$ cat config.mk
export PLATFORM = sky130hd
export DESIGN_NAME = lpi_top
export DESIGN_NICKNAME = d
export VERILOG_FILES = /design/src/lpi_pkg.sv /design/src/lpi_top.sv
export SDC_FILE = /design/constraint.sdc
export NUM_CORES = 1
export LEC_CHECK = 0
export BUFFER_PORTS_ARGS = -buffer_cell sky130_fd_sc_hd__buf_2
export CORE_ASPECT_RATIO = 1.2
export CORE_UTILIZATION = 60
export CTS_CLUSTER_DIAMETER = 30
export CTS_CLUSTER_SIZE = 16
export DETAILED_ROUTE_END_ITERATION = 8
export PLACE_DENSITY_LB_ADDON = 0.05
export SYNTH_ARGS = -nofsm -noshare
export SYNTH_HDL_FRONTEND = slang
export SYNTH_SLANG_ARGS = --single-unit
$ cat constraint.sdc
create_clock -name I_CLOCK -period 6.2 [get_ports I_CLOCK]
set_clock_uncertainty 0.15 [all_clocks]
set_input_delay 0.62 -clock I_CLOCK [delete_from_list [all_inputs] [get_ports I_CLOCK]]
set_output_delay 0.62 -clock I_CLOCK [all_outputs]
set_load 0.03 [all_outputs]
$ cat src/lpi_pkg.sv
// Constants, register map and field layouts of the light/proximity interrupt block
package lpi_pkg;

  // Clock rate and ambient integration period
  localparam int unsigned CLK_KHZ    = 40000;
  localparam int unsigned AMB_INT_MS = 100;
  localparam int unsigned AMB_INT_CYC = AMB_INT_MS * CLK_KHZ;

  // Fixed 7-bit serial bus address of the device
  localparam logic [6:0] DEV_ADDR = 7'h44;

  // Register offsets
  localparam logic [3:0] REG_ID       = 4'h0;
  localparam logic [3:0] REG_CFG      = 4'h1;
  localparam logic [3:0] REG_INTC     = 4'h2;
  localparam logic [3:0] REG_NEAR_LO  = 4'h3;
  localparam logic [3:0] REG_NEAR_HI  = 4'h4;
  localparam logic [3:0] REG_AMB_TH1  = 4'h5;
  localparam logic [3:0] REG_AMB_TH2  = 4'h6;
  localparam logic [3:0] REG_AMB_TH3  = 4'h7;
  localparam logic [3:0] REG_NEAR_DAT = 4'h8;
  localparam logic [3:0] REG_AMB_DT1  = 4'h9;
  localparam logic [3:0] REG_AMB_DT2  = 4'ha;
  localparam logic [3:0] REG_TEST1    = 4'he;
  localparam logic [3:0] REG_TEST2    = 4'hf;

  // Reset values
  localparam logic [7:0] RST_CFG     = 8'h00;
  localparam logic [7:0] RST_INTC    = 8'h00;
  localparam logic [7:0] RST_NEAR_LO = 8'h00;
  localparam logic [7:0] RST_NEAR_HI = 8'hff;
  localparam logic [7:0] RST_AMB_TH1 = 8'h00;
  localparam logic [7:0] RST_AMB_TH2 = 8'hf0;
  localparam logic [7:0] RST_AMB_TH3 = 8'hff;
  localparam logic [7:0] RST_TEST    = 8'h00;
  localparam logic [7:0] ZERO_BYTE   = 8'h00;
  localparam logic [3:0] ZERO_NIB    = 4'h0;

  // Persistency encodings and run lengths
  localparam logic [1:0] PRST_1  = 2'h0;
  localparam logic [1:0] PRST_4  = 2'h1;
  localparam logic [1:0] PRST_8  = 2'h2;
  localparam logic [4:0] RUN_1   = 5'h01;
  localparam logic [4:0] RUN_4   = 5'h04;
  localparam logic [4:0] RUN_8   = 5'h08;
  localparam logic [4:0] RUN_16  = 5'h10;
  localparam logic [4:0] RUN_ONE = 5'h01;

  // Register 1: conversion and front-end control
  typedef struct packed {
    logic       near_conv_on;
    logic [2:0] near_sleep;
    logic       led_drive;
    logic       ambient_conv_on;
    logic       ambient_gain_select;
    logic       light_vs_infrared_select;
  } lpi_cfg_t;

  // Register 2: flags, persistency and combine mode
  typedef struct packed {
    logic       near_object_flag;
    logic [1:0] near_persist_count;
    logic       spare;
    logic       ambient_window_flag;
    logic [1:0] ambient_persist_count;
    logic       flag_combine_select;
  } lpi_intc_t;

  // Run length needed for a persistency code
  function automatic logic [4:0] lpi_run_need(input logic [1:0] code);
    case (code)
      PRST_1:  lpi_run_need = RUN_1;
      PRST_4:  lpi_run_need = RUN_4;
      PRST_8:  lpi_run_need = RUN_8;
      default: lpi_run_need = RUN_16;
    endcase
  endfunction

  // Saturating run counter step
  function automatic logic [4:0] lpi_run_step(input logic [4:0] run, input logic [4:0] need);
    lpi_run_step = (run >= need) ? need : 5'(run + RUN_ONE);
  endfunction

endpackage

$ cat src/lpi_top.sv
// Interrupt and control logic of an ambient-light and proximity sensor
//
// What this block does
// RULE_01 Ambient flag sets when ambient count lies outside the low/high window.
// RULE_02 Ambient flag stays set until software writes zero to it.
// RULE_03 Near flag sets after persistency-many consecutive counts above the high limit.
// RULE_04 Near flag clears after persistency-many counts below low limit, or software zero.
// RULE_05 Each channel needs its own consecutive run before the interrupt pin acts.
// RULE_06 Combine bit: 1 ANDs both flags onto the pin, 0 (default) ORs them.
// RULE_07 Ambient window thresholds come from host-written registers 5 to 7.
// RULE_08 Near low and high limits come from registers 3 and 4.
// RULE_09 Ambient current output is high-impedance while ambient conversion is off.
// RULE_10 Host should switch to high gain and re-measure above 1800 counts.
// RULE_11 Host recovery: write recovery sequence, wait about 1 ms, rewrite all.
// RULE_12 Both conversions off, or register 1 all zero, means power-down.
// RULE_13 Gain select, register 1 bit 1, chooses the count scale.
// RULE_14 Ambient conversion integrates over a fixed 100 ms period.
// RULE_15 Device answers only at its fixed 7-bit bus address.
// RULE_16 Thresholds split across byte registers; register 6 packs two nibbles.
// RULE_17 Near comparison uses the 8-bit count readable at register 8.
// RULE_18 Infrared mode uses the same count path and window comparison.
// RULE_19 Interrupt pin returns high once the combined condition no longer holds.
// RULE_20 A failing conversion restarts the persistency run from zero.
`timescale 1ns/1ps
`default_nettype none

module lpi_top
  import lpi_pkg::*;
#(
  parameter int unsigned AMB_INT_CYCLES = AMB_INT_CYC,
  parameter logic [7:0]  DEVICE_ID      = 8'h5a    // Arbitrary identity value
) (
  input  wire logic        I_CLOCK,       // 40 MHz clock
  input  wire logic        I_RST_N,       // Asynchronous reset, active low
  input  wire logic [6:0]  I_BUS_ADDR,    // Bus address of the current access
  input  wire logic [3:0]  I_REG_ADDR,    // Register offset
  input  wire logic [7:0]  I_WDATA,       // Write data
  input  wire logic        I_WR,          // Write strobe
  input  wire logic        I_RD,          // Read strobe
  output logic      [7:0]  O_RDATA,       // Read data, cycle after strobe
  input  wire logic [11:0] I_AMB_COUNT,   // Ambient converter result
  input  wire logic        I_AMB_TOGGLE,  // Toggles per ambient result
  input  wire logic [7:0]  I_NEAR_COUNT,  // Proximity converter result
  input  wire logic        I_NEAR_TOGGLE, // Toggles per proximity result
  output logic             O_INT_N,       // Interrupt pin, active low
  output logic             O_AMB_SAMPLE,  // Pulse: ambient integration done
  output logic      [11:0] O_IALS_CODE,   // Code for ambient current output
  output logic             O_IALS_OE,     // Ambient current output enable
  output logic             O_AMB_ON,      // Ambient converter running
  output logic             O_NEAR_ON,     // Proximity converter running
  output logic             O_GAIN,        // Ambient gain select
  output logic             O_IR_MODE,     // Infrared measuring mode
  output logic             O_LED_DRIVE,   // LED sink current select
  output logic      [2:0]  O_NEAR_SLEEP,  // Proximity sleep code
  output logic             O_POWER_DOWN   // Power-down state
);

  logic        rst_s1;
  logic        rst_n;
  lpi_cfg_t    cfg;
  lpi_intc_t   intc;
  logic [7:0]  near_lo;
  logic [7:0]  near_hi;
  logic [7:0]  amb_th1;
  logic [7:0]  amb_th2;
  logic [7:0]  amb_th3;
  logic [7:0]  test1;
  logic [7:0]  test2;
  logic [11:0] amb_data;
  logic [7:0]  near_data;
  logic [1:0]  tog_s1;
  logic [1:0]  tog_s2;
  logic [1:0]  tog_s3;
  logic [1:0]  tog_acc;
  logic        amb_evt;
  logic        near_evt;
  logic [4:0]  amb_run;
  logic [4:0]  hi_run;
  logic [4:0]  lo_run;
  logic [31:0] int_cnt;
  logic        sel;
  logic        wr_intc;
  lpi_intc_t   wr_val;
  logic [11:0] amb_lo;
  logic [11:0] amb_hi;
  logic        amb_out;
  logic        near_above;
  logic        near_below;
  logic        amb_set;
  logic        near_set;
  logic        near_clr;
  logic [4:0]  amb_need;
  logic [4:0]  near_need;

  // Reset release through two flip-flops
  always_ff @(posedge I_CLOCK or negedge I_RST_N) begin
    if (!I_RST_N) begin
      rst_s1 <= 1'b0;
      rst_n  <= 1'b0;
    end else begin
      rst_s1 <= 1'b1;
      rst_n  <= rst_s1;
    end
  end

  // Access decode and comparisons
  assign sel        = (I_BUS_ADDR == DEV_ADDR);                          // RULE_15
  assign wr_intc    = sel && I_WR && (I_REG_ADDR == REG_INTC);
  assign wr_val     = lpi_intc_t'(I_WDATA);
  assign amb_lo     = {amb_th2[3:0], amb_th1};                           // RULE_07 RULE_16
  assign amb_hi     = {amb_th3, amb_th2[7:4]};                           // RULE_07 RULE_16
  assign amb_out    = (I_AMB_COUNT < amb_lo) || (I_AMB_COUNT > amb_hi);  // RULE_01 RULE_18
  assign near_above = (I_NEAR_COUNT > near_hi);                          // RULE_08
  assign near_below = (I_NEAR_COUNT < near_lo);                          // RULE_08
  assign amb_need   = lpi_run_need(intc.ambient_persist_count);          // RULE_05
  assign near_need  = lpi_run_need(intc.near_persist_count);             // RULE_05
  assign amb_set    = amb_evt && amb_out && (lpi_run_step(amb_run, amb_need) >= amb_need);
  assign near_set   = near_evt && near_above && (lpi_run_step(hi_run, near_need) >= near_need);
  assign near_clr   = near_evt && near_below && (lpi_run_step(lo_run, near_need) >= near_need);

  // Software-written configuration registers
  always_ff @(posedge I_CLOCK or negedge rst_n) begin
    if (!rst_n) begin
      cfg     <= lpi_cfg_t'(RST_CFG);
      near_lo <= RST_NEAR_LO;
      near_hi <= RST_NEAR_HI;
      amb_th1 <= RST_AMB_TH1;
      amb_th2 <= RST_AMB_TH2;
      amb_th3 <= RST_AMB_TH3;
      test1   <= RST_TEST;
      test2   <= RST_TEST;
    end else if (sel && I_WR) begin                                      // RULE_15
      case (I_REG_ADDR)
        REG_CFG:     cfg     <= lpi_cfg_t'(I_WDATA);                     // RULE_12
        REG_NEAR_LO: near_lo <= I_WDATA;                                 // RULE_08
        REG_NEAR_HI: near_hi <= I_WDATA;                                 // RULE_08
        REG_AMB_TH1: amb_th1 <= I_WDATA;                                 // RULE_07
        REG_AMB_TH2: amb_th2 <= I_WDATA;                                 // RULE_16
        REG_AMB_TH3: amb_th3 <= I_WDATA;                                 // RULE_07
        REG_TEST1:   test1   <= I_WDATA;
        REG_TEST2:   test2   <= I_WDATA;
        default:     cfg     <= cfg;
      endcase
    end
  end

  // Interrupt control register; hardware set wins over software clear
  always_ff @(posedge I_CLOCK or negedge rst_n) begin
    if (!rst_n) begin
      intc <= lpi_intc_t'(RST_INTC);
    end else begin
      if (wr_intc) begin
        intc.near_persist_count    <= wr_val.near_persist_count;
        intc.ambient_persist_count <= wr_val.ambient_persist_count;
        intc.flag_combine_select   <= wr_val.flag_combine_select;    // RULE_06
        intc.spare                 <= wr_val.spare;
      end
      if (amb_set) begin
        intc.ambient_window_flag <= 1'b1;                            // RULE_01
      end else if (wr_intc && !wr_val.ambient_window_flag) begin
        intc.ambient_window_flag <= 1'b0;                            // RULE_02
      end
      if (near_set) begin
        intc.near_object_flag <= 1'b1;                               // RULE_03
      end else if (near_clr || (wr_intc && !wr_val.near_object_flag)) begin
        intc.near_object_flag <= 1'b0;                               // RULE_04
      end
    end
  end

  // Result toggles cross in through three flops; a change counts when stages two and three agree
  always_ff @(posedge I_CLOCK or negedge rst_n) begin
    if (!rst_n) begin
      tog_s1  <= 2'h0;
      tog_s2  <= 2'h0;
      tog_s3  <= 2'h0;
      tog_acc <= 2'h0;
    end else begin
      tog_s1  <= {I_NEAR_TOGGLE, I_AMB_TOGGLE};
      tog_s2  <= tog_s1;
      tog_s3  <= tog_s2;
      tog_acc <= (tog_s2 == tog_s3) ? tog_s3 : tog_acc;
    end
  end
  // Results are taken only while the matching converter is on
  assign amb_evt  = (tog_s2[0] == tog_s3[0]) && (tog_s3[0] != tog_acc[0]) && cfg.ambient_conv_on;
  assign near_evt = (tog_s2[1] == tog_s3[1]) && (tog_s3[1] != tog_acc[1]) && cfg.near_conv_on;

  // Latest conversion results
  always_ff @(posedge I_CLOCK or negedge rst_n) begin
    if (!rst_n) begin
      amb_data  <= 12'h000;
      near_data <= 8'h00;
    end else begin
      if (amb_evt) begin
        amb_data <= I_AMB_COUNT;                                     // RULE_18
      end
      if (near_evt) begin
        near_data <= I_NEAR_COUNT;                                   // RULE_17
      end
    end
  end

  // Persistency runs; a failing result restarts the run
  always_ff @(posedge I_CLOCK or negedge rst_n) begin
    if (!rst_n) begin
      amb_run <= 5'h00;
      hi_run  <= 5'h00;
      lo_run  <= 5'h00;
    end else begin
      if (amb_evt) begin
        amb_run <= amb_out ? lpi_run_step(amb_run, amb_need) : 5'h00;      // RULE_05 RULE_20
      end
      if (near_evt) begin
        hi_run <= near_above ? lpi_run_step(hi_run, near_need) : 5'h00;    // RULE_05 RULE_20
        lo_run <= near_below ? lpi_run_step(lo_run, near_need) : 5'h00;    // RULE_20
      end
    end
  end

  // Fixed ambient integration period
  always_ff @(posedge I_CLOCK or negedge rst_n) begin
    if (!rst_n) begin
      int_cnt      <= 32'h0;
      O_AMB_SAMPLE <= 1'b0;
    end else if (!cfg.ambient_conv_on) begin
      int_cnt      <= 32'h0;
      O_AMB_SAMPLE <= 1'b0;
    end else begin
      O_AMB_SAMPLE <= (int_cnt == AMB_INT_CYCLES - 1);               // RULE_14
      int_cnt      <= (int_cnt == AMB_INT_CYCLES - 1) ? 32'h0 : int_cnt + 32'h1;
    end
  end

  // Interrupt pin from the combined flags
  always_ff @(posedge I_CLOCK or negedge rst_n) begin
    if (!rst_n) begin
      O_INT_N <= 1'b1;
    end else if (intc.flag_combine_select) begin
      O_INT_N <= !(intc.ambient_window_flag && intc.near_object_flag);  // RULE_06 RULE_19
    end else begin
      O_INT_N <= !(intc.ambient_window_flag || intc.near_object_flag);  // RULE_06 RULE_19
    end
  end

  // Front-end control outputs
  always_ff @(posedge I_CLOCK or negedge rst_n) begin
    if (!rst_n) begin
      O_IALS_CODE  <= 12'h000;
      O_IALS_OE    <= 1'b0;
      O_AMB_ON     <= 1'b0;
      O_NEAR_ON    <= 1'b0;
      O_GAIN       <= 1'b0;
      O_IR_MODE    <= 1'b0;
      O_LED_DRIVE  <= 1'b0;
      O_NEAR_SLEEP <= 3'h0;
      O_POWER_DOWN <= 1'b1;
    end else begin
      O_IALS_OE    <= cfg.ambient_conv_on;                              // RULE_09
      O_IALS_CODE  <= cfg.ambient_conv_on ? amb_data : 12'h000;         // RULE_09
      O_AMB_ON     <= cfg.ambient_conv_on;
      O_NEAR_ON    <= cfg.near_conv_on;
      O_GAIN       <= cfg.ambient_gain_select;                          // RULE_13
      O_IR_MODE    <= cfg.light_vs_infrared_select;                     // RULE_18
      O_LED_DRIVE  <= cfg.led_drive;
      O_NEAR_SLEEP <= cfg.near_sleep;
      O_POWER_DOWN <= !cfg.ambient_conv_on && !cfg.near_conv_on;        // RULE_12
    end
  end

  // Read data, valid only in the cycle after the strobe
  always_ff @(posedge I_CLOCK or negedge rst_n) begin
    if (!rst_n) begin
      O_RDATA <= ZERO_BYTE;
    end else if (sel && I_RD) begin                                  // RULE_15
      case (I_REG_ADDR)
        REG_ID:       O_RDATA <= DEVICE_ID;
        REG_CFG:      O_RDATA <= cfg;
        REG_INTC:     O_RDATA <= intc;
        REG_NEAR_LO:  O_RDATA <= near_lo;
        REG_NEAR_HI:  O_RDATA <= near_hi;
        REG_AMB_TH1:  O_RDATA <= amb_th1;
        REG_AMB_TH2:  O_RDATA <= amb_th2;
        REG_AMB_TH3:  O_RDATA <= amb_th3;
        REG_NEAR_DAT: O_RDATA <= near_data;                          // RULE_17
        REG_AMB_DT1:  O_RDATA <= amb_data[7:0];
        REG_AMB_DT2:  O_RDATA <= {ZERO_NIB, amb_data[11:8]};
        REG_TEST1:    O_RDATA <= test1;
        REG_TEST2:    O_RDATA <= test2;
        default:      O_RDATA <= ZERO_BYTE;
      endcase
    end else begin
      O_RDATA <= ZERO_BYTE;
    end
  end
endmodule

`default_nettype wire

# Word level (Yosys, flattened, before mapping)
# Index checks and enable logic that the tools add are counted.
dict set report op_classes {
  reduce_logical 39
  muxes 19
  n_lt_le_gt_ge 10
  eq_ne 23
  addsub 4
}
# cell n
set ops {}
lappend ops {{$pmux 8 s13} 1}
lappend ops {{$mux 32} 2}
lappend ops {{$add 32x1->32 const B} 1}
lappend ops {{$eq 32x22->1 const B} 1}
lappend ops {{$ge 5x5->1} 6}
lappend ops {{$mux 5} 6}
lappend ops {{$pmux 5 s3} 2}
lappend ops {{$eq 4x4->1 const B} 5}
lappend ops {{$logic_and 1x1->1} 17}
lappend ops {{$eq 4x3->1 const B} 4}
lappend ops {{$reduce_and 2->1} 8}
lappend ops {{$add 5x1->5 const B} 3}
lappend ops {{$gt 12x12->1} 1}
lappend ops {{$lt 12x12->1} 1}
lappend ops {{$mux 12} 1}
lappend ops {{$eq 4x2->1 const B} 2}
lappend ops {{$gt 8x8->1} 1}
lappend ops {{$lt 8x8->1} 1}
lappend ops {{$mux 8} 1}
lappend ops {{$eq 7x7->1 const B} 1}
lappend ops {{$logic_not 1->1} 6}
lappend ops {{$mux 1} 6}
lappend ops {{$eq 2x1->1 const B} 2}
lappend ops {{$eq 2x2->1 const B} 2}
lappend ops {{other kinds (8)} 14}
dict set report word_totals {
  output_inout_bits 32
  word_cells 137
  regBits 180
}

# Depth between registers and ports, before layout
dict set report depth {
  depth_word 9
  ltp_mapped 14
}

# Worst setup path after synthesis
# OpenSTA, ideal clock, no wires.
dict set report synth_path {
  path_type {register to register}
  from {register intc[6] (netlist bit)}
  to {register intc[7] (netlist bit)}
  arrival_time_ns 3.274
  path_slack_ns 2.655
  setup_ns 0.122
  stages_incl_launch_ff 13
  cell_sequence {dfrtp_1 > nor2_1 > ha_1 > nor2_1 > a21boi_0 > o21ai_0 > o2bb2ai_1 > mux2_2 > inv_1 > ha_1 > or4b_2 > a221o_1 > a32o_1}
}
dict set report synth_between {
  elab_chain_cells 8
  elab_cells_between_ends 15
}
# element line_no
set synth_rtl {}
lappend synth_rtl {{from (decl)} lpi_top.sv:61} ;# lpi_intc_t intc;
lappend synth_rtl {{from (signal assigned)} lpi_top.sv:150} ;# intc <= lpi_intc_t'(RST_INTC);
lappend synth_rtl {{$eq 2x2->1 (tied with other cells)} lpi_pkg.sv:71} ;# case (code)
lappend synth_rtl {{$pmux 5 s3 *} lpi_pkg.sv:71}
lappend synth_rtl {{$ge 5x5->1} lpi_pkg.sv:81} ;# lpi_run_step = (run >= need) ? need : 5'(run + RUN_ONE);
lappend synth_rtl {{$mux 5} lpi_pkg.sv:81}
lappend synth_rtl {{$ge 5x5->1} lpi_top.sv:119} ;# assign near_clr = near_evt && near_below && (lpi_run_step(lo_run, near_need) >= near_need);
lappend synth_rtl {{$logic_and 1x1->1} lpi_top.sv:119}
lappend synth_rtl {{$logic_or 1x1->1} lpi_top.sv:165} ;# end else if (near_clr || (wr_intc && !wr_val.near_object_flag)) begin
lappend synth_rtl {{$reduce_bool 2->1 (no line)} -}
# Mark *: on every way between the ends. The rest lies on a longest branch, timed or not.
# A chain may end at the register's enable or synchronous reset.

# Worst setup path after layout
dict set report layout_path {
  from {register intc[5] (netlist bit)}
  to {register intc[7] (netlist bit)}
}
# Same word-level chain as after synthesis.

==> flow_summary.toml <==
[critical_path]
crit_path_end_kind = "flip-flop"
arrival_ps = 4090
cp_slowest_cell = "or4b_2"
critPathRequiredTime_ps = 6370
cp_slowest_stage_delay_ps = 680
cp_max_fo = 7
criticalPathCategory = "flip-flop to flip-flop"
worstPathCellList = "nor2_1, ha_1, nor2_1, a21boi_0, o21ai_0, o2bb2ai_1, mux2_2, inv_1, ha_1, or4b_2, a221o_1, a32o_1"
worstSetupStartpointType = "flip-flop"

[clocking]
clock_sinks = 180
cts_buffers = 17
cts_tree = "done"
ctsRootBufferMaster = "clkbuf_16"
insertion_delay_ps = 430
htreeDepth = 4
clockBufferDepth = 2
clk_pin_slew_ps = 70

[sta]
period_needed_ps = 3920
finalCritPeriodShare = 0.632
hold_viol_final = 0
fin_tns_setup_ps = 0
setup_ws_ps = 2280
setup_viol = 0
maxSlewHeadroom = 0.206
rsz0062_at_grt = "false"
tightest_slew_ps = 1190
fmax_ghz = 0.255
finalMaxSlewViolations = 0

[yosys]
yosysSeqAreaShare = 0.468
synth_seq_cells = 180
synth_edf_count = 0
synth_top_area_frac = 0.408
synth.distinct_cells = 68
synthTopCellsByArea = "dfrtp_1, mux2_2, ha_1"
synth_ff_type = "dfrtp_1"
synth_cells = 892
avgSynthCellArea_um2 = 10.9
yosysTopAreaCell = "dfrtp_1"
ys_warn_count = 0
synth_nets = 1003
synth_area_um2 = 9680
async_flop_share = 1.00

[status]
status = "complete, no violations"

[power_and_ir_drop]
leakagePower_nw = 4.99
powerDensity_nw_per_um2 = 229
peakVddDrop_uv = 179

[floorplanning]
initial_core_util = 0.617
die_area_um2 = 16700
pin_count = 77
die_x_um = 118
dieHeight_um = 141
row_count = 50
core-area_um2 = 15700

[global_routing]
grt_util_met2 = 0.489
grtUsageMet1 = 0.379
grt-busiest-layer = "met2"
grt_overflow = 0
grt_pass1_vias = 7241
grt_use_met3 = 0.0494
grt_pass1_wl_mm = 37.7
grt.total_usage = 0.295
grt_max_degree = 67
antenna_found_initial = 1

[routing]
viasPerCell = 6.06
drc = 0
antenna_left = 0
wl_per_cell_um = 19.5
vias = 7184
drt_iter0_drc = 630
routed_wl_mm = 23.1
drtPass1Iterations = 5

[cells_and_area]
final_nets = 1074
layout.cells.non_filler = 1185
regArea_um2 = 4540
area_growth_pct = 11.7
num-fill-cells = 1198
multiInputGateArea_um2 = 4810
drive_above_1_share = 0.253

[place]
place_hpwl_mm = 16.9
place_ws_ps = 2270
gp_congestion = 0.880
place.port_buffers = 76
dpl.cell_count = 1151

[job]
maxCapViolCount = 0

[min_path]
hold_class = "primary input to flip-flop"
## final timing paths
path / startpoint / cells past startpoint / slack (ps) / endpoint
worst max-delay path: intc[5] / 12 / 2280 / intc[7]
worst min-delay path: I_AMB_TOGGLE / 1 / 140 / tog_s1[0]
worst max register to register: intc[5] / 12 / 2280 / intc[7]
worst min register to register: rst_s1 / 0 / 210 / rst_n
max in group asynchronous: rst_n / 1 / 4370 / amb_data[11]
min in group asynchronous: rst_n / 0 / 240 / cfg[7]
## per-layer routing
layer  vias to the layer above  wire length (um)
met1                      3564             10100
met4                         0               843
met2                       231             11100
li1                       3330                 -
met3                        59              1070
met5                         -                 0
## Yosys cell counts, types with 12 or more instances
cell      instances
nor2_1           63
clkbuf_1         12
dfstp_2          22
a21o_1           14
and2_1           21
nand4_1          13
nand2_1          52
ha_1             66
dfrtp_1         158
mux2_2           94
a22oi_1          14
buf_2            14
a21oi_1          30
inv_1            53
xor2_1           22
xnor2_1          15
nand3_1          37
o21ai_0          32
## registers in the layout, summed over array words and instances (netlist names), 2 cells and up
register	cells
int_cnt	32
amb_data	12
amb_th3	8
tog_s3	2
tog_acc	2
O_RDATA	8
O_IALS_CODE	12
intc	8
hi_run	5
amb_run	5
near_hi	8
tog_s1	2
amb_th1	8
tog_s2	2
test2	8
lo_run	5
O_NEAR_SLEEP	3
test1	8
near_data	8
amb_th2	8
near_lo	8
cfg	8
## where the power goes
group	leakage, nW	internal (mW)	switching, mW
logic	2.39	0.0744	0.117
clock network	0.284	0.578	0.487
registers	2.31	1.20	0.0265
total	4.99	1.85	0.631
## per-stage QoR
stage           util  power [mW]  instance area [um^2]  hold slack (ps)
2_1_floorplan      -        1.36                  9680              174
3_3_place_gp   0.651        1.43                 10200              186
3_5_place_dp   0.651        1.43                 10200              188
4_1_cts        0.689        2.50                 10800              128
5_1_grt        0.689        2.58                 10800              125
6_report       0.689        2.48                 10800              142
## critical path, delay by kind of cell (launching register included)
kind,cells,cell delay (ps)
muxes,1,420
DFF,1,440
and+or+nand+nor,3,1100
AOI/OAI and AO/OA,5,1100
adders and majority gates,2,530
buffers and inverters,1,60
## final cells by class
class | count | share of cell area
well taps | 208 | 0.0241
clock buffers | 18 | 0.0406
repair buffers | 82 | 0.0396
flip-flops and latches | 180 | 0.419
multi-input cells | 629 | 0.445
clock inverters | 14 | 0.0131
diodes | 1 | 0.000231
inverters | 53 | 0.0184
## repair_timing
action | 4_1_cts | 5_1_grt
setup buffers | 0 | 0
hold buffers | 1 | 0
gates resized for setup | 0 | 0
hold endpoints to repair | 2 | 0
## cells in the final DEF, fill, tap and decap left out, types with 6 or more instances in the layout
master and count:
dfrtp_1 157, mux2_2 94, buf_2 76, ha_1 66
nor2_1 63, inv_1 53, nand2_1 52, nand3_1 37
o21ai_0 30, a21oi_1 30, dfstp_2 22, xor2_1 22
and2_1 21, clkbuf_16 17, xnor2_1 15, a22oi_1 14
a21o_1 14, nand4_1 13, nor2b_1 11, mux2i_1 11
nand2b_1 11, a22o_1 9, a31oi_1 8, a211oi_1 8
nor3_1 8, o211ai_1 7, and3_1 6, o21a_1 6
## kinds of logic (layout without fill, tap and decap cells)
| group | after synthesis | count (layout) | synth area share |
|---|---|---|---|
| AND/OR/NAND/NOR | 252 | 252 | 0.134 |
| flip-flops | 180 | 180 | 0.468 |
| AO/OA/AOI/OAI | 162 | 162 | 0.114 |
| multiplexers | 110 | 110 | 0.129 |
| buffers and inverters | 83 | 167 | 0.0348 |
| adder cells (fa/ha/maj) | 67 | 67 | 0.0863 |
| XOR/XNOR | 37 | 37 | 0.0335 |
| other | 1 | 2 | 0.000387 |
Power figures use the tool's default switching activity.
